$ cat src/include/sspr_regs.vh
// Register map, field positions and constants of the synchronous serial channel.
// Assumes a 32-bit Avalon-MM slave port with byte addresses, one register per word.
`ifndef SSPR_REGS_VH
`define SSPR_REGS_VH

// Register byte offsets
`define SSPR_ADDR_W 5
`define SSPR_OFS_MODE 5'h00
`define SSPR_OFS_CTRL0 5'h04
`define SSPR_OFS_CTRL1 5'h08
`define SSPR_OFS_TXBUF 5'h0C
`define SSPR_OFS_RXBUF 5'h10
`define SSPR_OFS_RXINT 5'h14
`define SSPR_OFS_MASK 5'h18

// channel_mode_reg
`define SSPR_MODE_MSB 2
`define SSPR_MODE_OFF 3'h0
`define SSPR_MODE_SYNC 3'h1
`define SSPR_MODE_RST 3'h0

// channel_ctrl_first_reg
`define SSPR_C0_CLOCK_EDGE_SELECT 0

// channel_ctrl_second_reg
`define SSPR_C1_TE 0
`define SSPR_C1_TXEMPTY 1
`define SSPR_C1_RE 2
`define SSPR_C1_RXFULL 3

// rx_buffer_reg
`define SSPR_RB_OVR 8

// rx_int_ctrl_reg: sticky events, write one to clear; mask: same bits, plain read/write
`define SSPR_INT_W 2
`define SSPR_INT_RX 0
`define SSPR_INT_OVR 1
`define SSPR_INT_RST 2'h0

// Frame
`define SSPR_FRAME_BITS 8
`define SSPR_CNT_W 4
`define SSPR_LAST_BIT 4'h7
`define SSPR_CNT_ZERO 4'h0
`define SSPR_CNT_ONE 4'h1
`define SSPR_BYTE_RST 8'h00
`define SSPR_WORD_ZERO 32'h00000000

`endif

$ cat src/rtl/sspr_top.v
// One clock-synchronous serial channel with Avalon-MM register access.
// Assumes the peer drives the transfer clock; every pin input is synchronised.
//
// Notes on behaviour
// - A finished frame moved into the receive buffer sets the receive-full flag.
// - Receive interrupt request clears on acknowledge or on a software write.
// - Mode field 000b disables the channel, 001b selects synchronous operation.
// - Clock-edge select in the first control register picks the clock polarity.
// - Edge select one: drive on rising edges, sample on falling edges.
// - Bit 0 goes first and bits keep their true level.
// - Edge select zero: drive on falling edges, sample on rising edges.
`include "sspr_regs.vh"

module sspr_top
(
    // Clock and reset
    input wire sys_clk,
    input wire reset,
    // Avalon-MM slave
    input wire [`SSPR_ADDR_W-1:0] avs_address,
    input wire avs_read,
    input wire avs_write,
    input wire [31:0] avs_writedata,
    input wire [3:0] avs_byteenable,
    output wire [31:0] avs_readdata,
    output wire avs_waitrequest,
    // Interrupt
    input wire int_ack,
    output wire irq,
    // Serial pins
    input wire transfer_clock_pin,
    input wire rx_data_pin,
    output wire tx_data_pin
);

    reg ack_q;
    reg [31:0] rdata_q;
    reg [`SSPR_MODE_MSB:0] mode_q;
    reg clock_edge_select_q;
    reg te_q;
    reg re_q;
    reg [7:0] txb_q;
    reg tx_empty_q;
    reg [7:0] rxb_q;
    reg rx_full_q;
    reg ovr_q;
    reg [`SSPR_INT_W-1:0] int_q;
    reg [`SSPR_INT_W-1:0] mask_q;

    wire clk_rise;
    wire clk_fall;
    wire rx_sync;
    wire sh_busy;
    wire sh_done;
    wire [7:0] sh_word;
    wire sync_mode;
    wire drive_en;
    wire sample_en;
    wire load;
    wire wr_acc;
    wire rd_acc;
    wire lane0;
    wire rx_store;
    wire rx_read;
    wire [`SSPR_INT_W-1:0] int_set;
    wire [`SSPR_INT_W-1:0] int_clr;
    wire hit_rxbuf;
    wire hit_rxint;

    // Address match for one register word
    function reg_hit;
        input [`SSPR_ADDR_W-1:0] addr;
        input [`SSPR_ADDR_W-1:0] ofs;
        begin
            reg_hit = (addr == ofs);
        end
    endfunction

    // Picks the link-clock edge that belongs to the selected polarity
    function pick_edge;
        input pol;
        input edge_if_one;
        input edge_if_zero;
        begin
            pick_edge = pol ? edge_if_one : edge_if_zero;
        end
    endfunction

    // Read view of the second control register; empty and full are status only
    function [31:0] ctrl1_word;
        input te;
        input tx_empty;
        input re;
        input rx_full;
        begin
            ctrl1_word = `SSPR_WORD_ZERO;
            ctrl1_word[`SSPR_C1_TE] = te;
            ctrl1_word[`SSPR_C1_TXEMPTY] = tx_empty;
            ctrl1_word[`SSPR_C1_RE] = re;
            ctrl1_word[`SSPR_C1_RXFULL] = rx_full;
        end
    endfunction

    // Read view of the receive buffer with its overrun flag
    function [31:0] rxbuf_word;
        input [7:0] data;
        input ovr;
        begin
            rxbuf_word = `SSPR_WORD_ZERO;
            rxbuf_word[7:0] = data;
            rxbuf_word[`SSPR_RB_OVR] = ovr;
        end
    endfunction

    // Sticky event bits: a set in the same cycle as a clear wins
    function [`SSPR_INT_W-1:0] sticky_next;
        input [`SSPR_INT_W-1:0] cur;
        input [`SSPR_INT_W-1:0] set;
        input [`SSPR_INT_W-1:0] clr;
        begin
            sticky_next = (cur & ~clr) | set;
        end
    endfunction

    sspr_sync u_clk_sync
    (
        .sys_clk(sys_clk),
        .reset(reset),
        .pin_async(transfer_clock_pin),
        .level(),
        .rise(clk_rise),
        .fall(clk_fall)
    );

    sspr_sync u_rxd_sync
    (
        .sys_clk(sys_clk),
        .reset(reset),
        .pin_async(rx_data_pin),
        .level(rx_sync),
        .rise(),
        .fall()
    );

    // Bus: every access waits exactly one cycle, then completes
    assign avs_waitrequest = (avs_read | avs_write) & ~ack_q;
    assign wr_acc = ack_q & avs_write;
    assign rd_acc = ack_q & avs_read;
    assign lane0 = avs_byteenable[0];
    assign avs_readdata = rdata_q;

    always @(posedge sys_clk or posedge reset)
    begin
        if (reset)
            ack_q <= 1'b0;
        else
            ack_q <= (avs_read | avs_write) & ~ack_q;
    end

    always @(posedge sys_clk or posedge reset)
    begin
        if (reset)
            rdata_q <= `SSPR_WORD_ZERO;
        else
        begin
            rdata_q <= `SSPR_WORD_ZERO;
            if (avs_read && !ack_q)
            begin
                case (avs_address)
                    `SSPR_OFS_MODE: rdata_q[`SSPR_MODE_MSB:0] <= mode_q;
                    `SSPR_OFS_CTRL0: rdata_q[`SSPR_C0_CLOCK_EDGE_SELECT] <= clock_edge_select_q;
                    `SSPR_OFS_CTRL1: rdata_q <= ctrl1_word(te_q, tx_empty_q, re_q, rx_full_q);
                    `SSPR_OFS_TXBUF: rdata_q[7:0] <= txb_q;
                    `SSPR_OFS_RXBUF: rdata_q <= rxbuf_word(rxb_q, ovr_q);
                    `SSPR_OFS_RXINT: rdata_q[`SSPR_INT_W-1:0] <= int_q;
                    `SSPR_OFS_MASK: rdata_q[`SSPR_INT_W-1:0] <= mask_q;
                    // Unmapped offsets read as zero and complete normally
                    default: rdata_q <= `SSPR_WORD_ZERO;
                endcase
            end
        end
    end

    // Channel engine
    assign sync_mode = (mode_q == `SSPR_MODE_SYNC);
    assign drive_en = pick_edge(clock_edge_select_q, clk_rise, clk_fall);
    assign sample_en = pick_edge(clock_edge_select_q, clk_fall, clk_rise);
    // A byte is loaded only into an idle engine, so a write never cuts a running frame
    assign load = sync_mode & te_q & ~tx_empty_q & ~sh_busy;

    sspr_shifter u_shifter
    (
        .sys_clk(sys_clk),
        .reset(reset),
        .clear(~sync_mode),
        .load(load),
        .load_data(txb_q),
        .drive_en(drive_en),
        .sample_en(sample_en),
        .rx_bit(rx_sync),
        .busy(sh_busy),
        .done(sh_done),
        .rx_word(sh_word),
        .tx_bit(tx_data_pin)
    );

    // Reading the receive buffer and clearing events both key on these matches
    assign hit_rxbuf = reg_hit(avs_address, `SSPR_OFS_RXBUF);
    assign hit_rxint = reg_hit(avs_address, `SSPR_OFS_RXINT);
    assign rx_store = sh_done & re_q;
    assign rx_read = rd_acc & hit_rxbuf;

    // Mode, control and transmit buffer
    always @(posedge sys_clk or posedge reset)
    begin
        if (reset)
        begin
            mode_q <= `SSPR_MODE_RST;
            clock_edge_select_q <= 1'b0;
            te_q <= 1'b0;
            re_q <= 1'b0;
            txb_q <= `SSPR_BYTE_RST;
            tx_empty_q <= 1'b1;
            mask_q <= `SSPR_INT_RST;
        end
        else
        begin
            if (load)
                tx_empty_q <= 1'b1;
            if (wr_acc && lane0)
            begin
                case (avs_address)
                    `SSPR_OFS_MODE: mode_q <= avs_writedata[`SSPR_MODE_MSB:0];
                    `SSPR_OFS_CTRL0: clock_edge_select_q <= avs_writedata[`SSPR_C0_CLOCK_EDGE_SELECT];
                    `SSPR_OFS_CTRL1:
                    begin
                        te_q <= avs_writedata[`SSPR_C1_TE];
                        re_q <= avs_writedata[`SSPR_C1_RE];
                    end
                    `SSPR_OFS_TXBUF:
                    begin
                        txb_q <= avs_writedata[7:0];
                        tx_empty_q <= 1'b0;
                    end
                    `SSPR_OFS_MASK: mask_q <= avs_writedata[`SSPR_INT_W-1:0];
                    default: mode_q <= mode_q;
                endcase
            end
            // Disabled mode empties the transmit path, which is the buffer reset
            if (!sync_mode)
                tx_empty_q <= 1'b1;
        end
    end

    // Receive buffer, full flag and overrun
    always @(posedge sys_clk or posedge reset)
    begin
        if (reset)
        begin
            rxb_q <= `SSPR_BYTE_RST;
            rx_full_q <= 1'b0;
            ovr_q <= 1'b0;
        end
        else if (!sync_mode)
        begin
            // Data stays readable; only the flags are dropped
            rx_full_q <= 1'b0;
            ovr_q <= 1'b0;
        end
        else if (rx_store)
        begin
            // A new frame beats a read landing in the same cycle
            rxb_q <= sh_word;
            rx_full_q <= 1'b1;
            if (rx_full_q && !rx_read)
                ovr_q <= 1'b1;
        end
        else if (rx_read)
            rx_full_q <= 1'b0;
    end

    // Sticky interrupt events: set wins over any clear in the same cycle
    assign int_set = {rx_store & rx_full_q & ~rx_read, rx_store};
    assign int_clr = (wr_acc && lane0 && hit_rxint) ?
                     avs_writedata[`SSPR_INT_W-1:0] : `SSPR_INT_RST;

    always @(posedge sys_clk or posedge reset)
    begin
        if (reset)
            int_q <= `SSPR_INT_RST;
        else
        begin
            int_q <= sticky_next(int_q, int_set, int_clr);
            if (int_ack && !int_set[`SSPR_INT_RX])
                int_q[`SSPR_INT_RX] <= 1'b0;
        end
    end

    assign irq = |(int_q & mask_q);

endmodule // sspr_top

$ cat src/rtl/sspr_sync.v
// Two-flop synchroniser with edge detection for one pin input.
// Assumes the pin is asynchronous to sys_clk; edges are seen in the same cycle as the synchronised level.
module sspr_sync
(
    // Clock and reset
    input wire sys_clk,
    input wire reset,
    // Pin side
    input wire pin_async,
    // Synchronised side
    output wire level,
    output wire rise,
    output wire fall
);

    reg meta_q;
    reg sync_q;
    reg prev_q;

    // meta_q feeds only sync_q; edges are taken between sync_q and prev_q
    always @(posedge sys_clk or posedge reset)
    begin
        if (reset)
        begin
            meta_q <= 1'b1;
            sync_q <= 1'b1;
            prev_q <= 1'b1;
        end
        else
        begin
            meta_q <= pin_async;
            sync_q <= meta_q;
            prev_q <= sync_q;
        end
    end

    assign level = sync_q;
    assign rise = sync_q & ~prev_q;
    assign fall = ~sync_q & prev_q;

endmodule // sspr_sync

$ cat src/rtl/sspr_shifter.v
// Eight-bit shift engine for one clock-synchronous frame, LSB first, no inversion.
// Assumes drive and sample strobes are one-cycle pulses that never coincide.
`include "sspr_regs.vh"

module sspr_shifter
(
    // Clock and reset
    input wire sys_clk,
    input wire reset,
    // Control
    input wire clear,
    input wire load,
    input wire [7:0] load_data,
    input wire drive_en,
    input wire sample_en,
    input wire rx_bit,
    // Status and data
    output wire busy,
    output wire done,
    output wire [7:0] rx_word,
    output wire tx_bit
);

    reg [7:0] tx_sh_q;
    reg [7:0] rx_sh_q;
    reg [`SSPR_CNT_W-1:0] cnt_q;
    reg busy_q;
    reg done_q;
    reg txd_q;

    always @(posedge sys_clk or posedge reset)
    begin
        if (reset)
        begin
            tx_sh_q <= `SSPR_BYTE_RST;
            rx_sh_q <= `SSPR_BYTE_RST;
            cnt_q <= `SSPR_CNT_ZERO;
            busy_q <= 1'b0;
            done_q <= 1'b0;
            txd_q <= 1'b1;
        end
        else if (clear)
        begin
            // Disabled mode drops any partial frame
            cnt_q <= `SSPR_CNT_ZERO;
            busy_q <= 1'b0;
            done_q <= 1'b0;
            txd_q <= 1'b1;
        end
        else
        begin
            done_q <= 1'b0;
            if (load)
            begin
                tx_sh_q <= load_data;
                cnt_q <= `SSPR_CNT_ZERO;
                busy_q <= 1'b1;
            end
            else if (busy_q && drive_en)
            begin
                txd_q <= tx_sh_q[0];
                tx_sh_q <= {1'b0, tx_sh_q[7:1]};
            end
            else if (busy_q && sample_en)
            begin
                rx_sh_q <= {rx_bit, rx_sh_q[7:1]};
                cnt_q <= cnt_q + `SSPR_CNT_ONE;
                if (cnt_q == `SSPR_LAST_BIT)
                begin
                    busy_q <= 1'b0;
                    done_q <= 1'b1;
                end
            end
        end
    end

    assign busy = busy_q;
    assign done = done_q;
    assign rx_word = rx_sh_q;
    assign tx_bit = txd_q;

endmodule // sspr_shifter

$ cat config.mk
export PLATFORM = sky130hd
export DESIGN_NAME = sspr_top
export DESIGN_NICKNAME = d
export VERILOG_FILES = /design/src/rtl/sspr_top.v /design/src/rtl/sspr_sync.v /design/src/rtl/sspr_shifter.v
export VERILOG_INCLUDE_DIRS = /design/src /design/src/include
export SDC_FILE = /design/constraint.sdc
export NUM_CORES = 1
export LEC_CHECK = 0
export BUFFER_PORTS_ARGS = -buffer_cell sky130_fd_sc_hd__buf_2
export CAP_MARGIN = 25
export CELL_PAD_IN_SITES_DETAIL_PLACEMENT = 2
export CELL_PAD_IN_SITES_GLOBAL_PLACEMENT = 2
export CORE_ASPECT_RATIO = 2
export CORE_UTILIZATION = 37
export CTS_CLUSTER_DIAMETER = 30
export DETAILED_ROUTE_END_ITERATION = 10
export GPL_ROUTABILITY_DRIVEN = 0
export PLACE_DENSITY = 0.82
export SYNTH_ARGS = -nofsm -noshare
export SYNTH_HDL_FRONTEND = slang
export SYNTH_SLANG_ARGS = --single-unit
$ cat constraint.sdc
create_clock -name sys_clk -period 2.55 [get_ports sys_clk]
set_input_delay 0.1275 -clock sys_clk [delete_from_list [all_inputs] [get_ports sys_clk]]
set_output_delay 0.1275 -clock sys_clk [all_outputs]
set_load 0.01 [all_outputs]
==> flow_metrics.env <==
export IMPL_grt_usage_pct=20.8
export IMPL_hold_ws_ns=-0.0108
export IMPL_critPathBufInv=0
export IMPL_fin_crit_sh_pct=89.6
export IMPL_die_w_microns=67.4
export IMPL_fp_coreArea_sq_um=8290
export IMPL_p_comb_share_pct=5.9
export IMPL_crit_type="register to register"
export IMPL_placementRows=47
export IMPL_skew_ns=0.00490
export IMPL_end_kind="register"
export IMPL_grt_pass1_wl_microns=13100
export IMPL_syn_inst=250
export IMPL_viasPerCell=5.36
export IMPL_yosysMostFrequentCell="dfrtp_1"
export IMPL_critical_path_top_delay_family="simple AND/OR/NAND/NOR gates"
export IMPL_via_count=2101
export IMPL_critical_path_arrival_ns=2.50
export IMPL_cts_clk_slew_worst_paths_ns=0.05
export IMPL_tightest_slew_ns=0.898
export IMPL_die_h_microns=133
export IMPL_synthDistinctLibCells=52
export IMPL_startpoint_type="register"
export IMPL_p_per_area_nw_per_um2=685
export IMPL_io_buffer_count=32
export IMPL_wl_per_cell_microns=20.9
export IMPL_synth_flop_cell="dfrtp_1"
export IMPL_r2r_start="u_shifter.busy"
export IMPL_clock_path_buffers=2
export IMPL_slowest_delay_ns=0.54
export IMPL_grt_max_degree=43
export IMPL_power_frac_clock_pct=49.1
export IMPL_ir_worst_vdd_uv=332
export IMPL_leakage_nw=1.79
export IMPL_yosysSeqAreaShare_pct=53.3
export IMPL_post_cts_setup_buffers=0
export IMPL_synth_top_cells_by_area="dfrtp_1 47%, mux2_2 14%, dfstp_2 5.8%"
export IMPL_power_share_switching_pct=22.6
export IMPL_setup_viol=0
export IMPL_area_delta_synth_final_pct=15.3
export IMPL_fin_setup_tns_ns=0
export IMPL_yosysTopAreaCellShare_pct=47.4
export IMPL_hold_viol=7
export IMPL_status="finished with violations"
export IMPL_clock_sinks=67
export IMPL_start_util_pct=38.2
export IMPL_drc_errors=0
export IMPL_slew_headroom_pct=40.0
export IMPL_drt_pass1_iterations=5
export IMPL_cts_root_buf="clkbuf_16"
export IMPL_ant_nets=0
export IMPL_yosys_top_cells_count="60 x dfrtp_1, 40 x mux2_2, 23 x buf_4"
export IMPL_syn_area_sq_um=3160
export IMPL_first_global_vias=2389
export IMPL_hpwlAfterDp_microns=5710
export IMPL_nets=338
export IMPL_hold_class="input pin to asynchronous set/reset pin"
export IMPL_synth_edf_count=0
export IMPL_rsz0062_at_grt="no"
export IMPL_ys_warn_count=0
export IMPL_max_freq_mhz=438
export IMPL_io_pins=83
export IMPL_violations="negative hold slack"
export IMPL_htreeDepth=3
export IMPL_drt_iter0_drc=108
export IMPL_clkLatencyLatePin_ns=0.33
export IMPL_cts_buffers=9
export IMPL_async_flop_share_pct=100
export IMPL_required_ns=2.76
export IMPL_drive_gt1_share_pct=38.1
export IMPL_synth_top_cell_by_area="dfrtp_1"
export IMPL_overflow=0
export IMPL_final_area_sq_um=3650
export IMPL_min_period_ns=2.29
export IMPL_cts_tree="built"
export IMPL_final_fill_count=841
export IMPL_worst_r2r_cell_count=4
export IMPL_dpl_cell_area_sq_um=3340
export IMPL_fin_util_pct=44.0
export IMPL_synth_seq_cells=67
export IMPL_cp_cell_sequence="nor3b_1 -> nand2b_2 -> or2_1 -> mux2_4"
export IMPL_drv_cap=0
export IMPL_grt_antenna_before_repair=0
export IMPL_cp_slowest_cell="or2_1"
export IMPL_r2r_end="u_shifter.rx_word[6]"
export IMPL_drt_wl_total_microns=8210
export IMPL_synth_area_per_cell_sq_um=12.7
export IMPL_p_switching_uw=565
export IMPL_crit_fanout=9
export IMPL_slew_violations=0
export IMPL_die_area_sq_um=8950
export IMPL_seqPwrFrac_pct=45.0
export IMPL_p_int_mw=1.93
export IMPL_antenna_cells=0
export IMPL_r2r_slack_ns=0.26
==> power by group through the flow <==
stage                     clock [mW]  sequential, mW  combinational, mW
after floorplan                    0            1.13              0.119
after global placement             0            1.14              0.138
after detailed placement           0            1.14              0.142
after CTS                       1.25            1.13              0.149
after global routing            1.30            1.13              0.161
final                           1.23            1.13              0.146
==> metal layers <==
| metal | wire, microns | global-route usage [%] | vias up | share of wire [%] |
|---|---|---|---|---|
| li1 | - | - | 928 | - |
| met2 | 4740 | 37.3 | 62 | 58 |
| met3 | 243 | 4.14 | 24 | 3.0 |
| met1 | 2870 | 21.0 | 1087 | 35 |
| met4 | 347 | 12.1 | 0 | 4.2 |
| met5 | 0 | 0 | - | 0 |
==> kinds of logic after synthesis <==
| family | Yosys count | share of synthesized area, % |
|---|---|---|
| XOR/XNOR | 3 | 0.831 |
| other | 1 | 0.119 |
| buffers and inverters | 33 | 7.04 |
| adder cells (fa/ha/maj) | 1 | 0.395 |
| flip-flops | 67 | 53.3 |
| AND/OR/NAND/NOR | 64 | 12.4 |
| multiplexers | 54 | 19.9 |
| AO/OA/AOI/OAI | 27 | 6.05 |
==> layout by cell type, fill, tap and decap left out, drive strengths merged, types with 6 or more instances in the layout <==
cell type,instances
nand2,14
conb,23
dfrtp,60
clkbuf,14
dfstp,7
a22oi,7
mux2,48
mux2i,6
nor2,15
buf,35
==> flip-flops by register name, summed over array words and instances, names as in the netlist, 2 cells and up <==
register and count:
avs_readdata 9, int_q 2, mask_q 2, mode_q 3, rxb_q 8, txb_q 8
u_shifter.cnt_q 4, u_shifter.rx_word 8, u_shifter.tx_sh_q 8
==> how the worst max path moves through the flow <==
stage                           end  slack (ns)            from  depth (start not counted)
6_report       u_shifter.rx_word[6]        0.26  u_shifter.busy                          4
3_3_place_gp   u_shifter.rx_word[2]        0.38  u_shifter.busy                          4
5_1_grt        u_shifter.rx_word[6]        0.22  u_shifter.busy                          4
3_5_place_dp   u_shifter.rx_word[6]        0.35  u_shifter.busy                          4
2_1_floorplan                 ack_q        0.75           reset                          1
4_1_cts        u_shifter.rx_word[6]        0.28  u_shifter.busy                          4
==> per-stage QoR <==
stage	hold slack, ns	instances	setup WS, ns	power (mW)
floorplan	0.132	272	0.751	1.25
global placement	0.235	374	0.378	1.28
finish	-0.0108	392	0.265	2.50
CTS	0.0117	392	0.283	2.53
detailed placement	0.234	374	0.346	1.28
global route	0.0395	392	0.220	2.59
==> cell type report <==
type / instances / area [sq um] / area share [%]
well taps: 98 / 123 / 3.36
clock inverters: 2 / 37.5 / 1.03
repair buffers: 37 / 203 / 5.56
inverters: 2 / 7.51 / 0.206
flip-flops and latches: 67 / 1690 / 46.2
clock buffers: 14 / 254 / 6.96
multi-input cells: 172 / 1340 / 36.7
==> worst reg2reg max path, cell delays in order, from the launching register on <==
cell and delay, ns:
dfrtp_1 0.47, nor3b_1 0.51, nand2b_2 0.28, or2_1 0.54
mux2_4 0.36
==> repair_timing <==
action | in CTS | in global routing
endpoints found under the hold margin | 2 | 0
hold buffers | 2 | 0
resized for setup | 0 | 0
(Power assumes the default switching activity.)
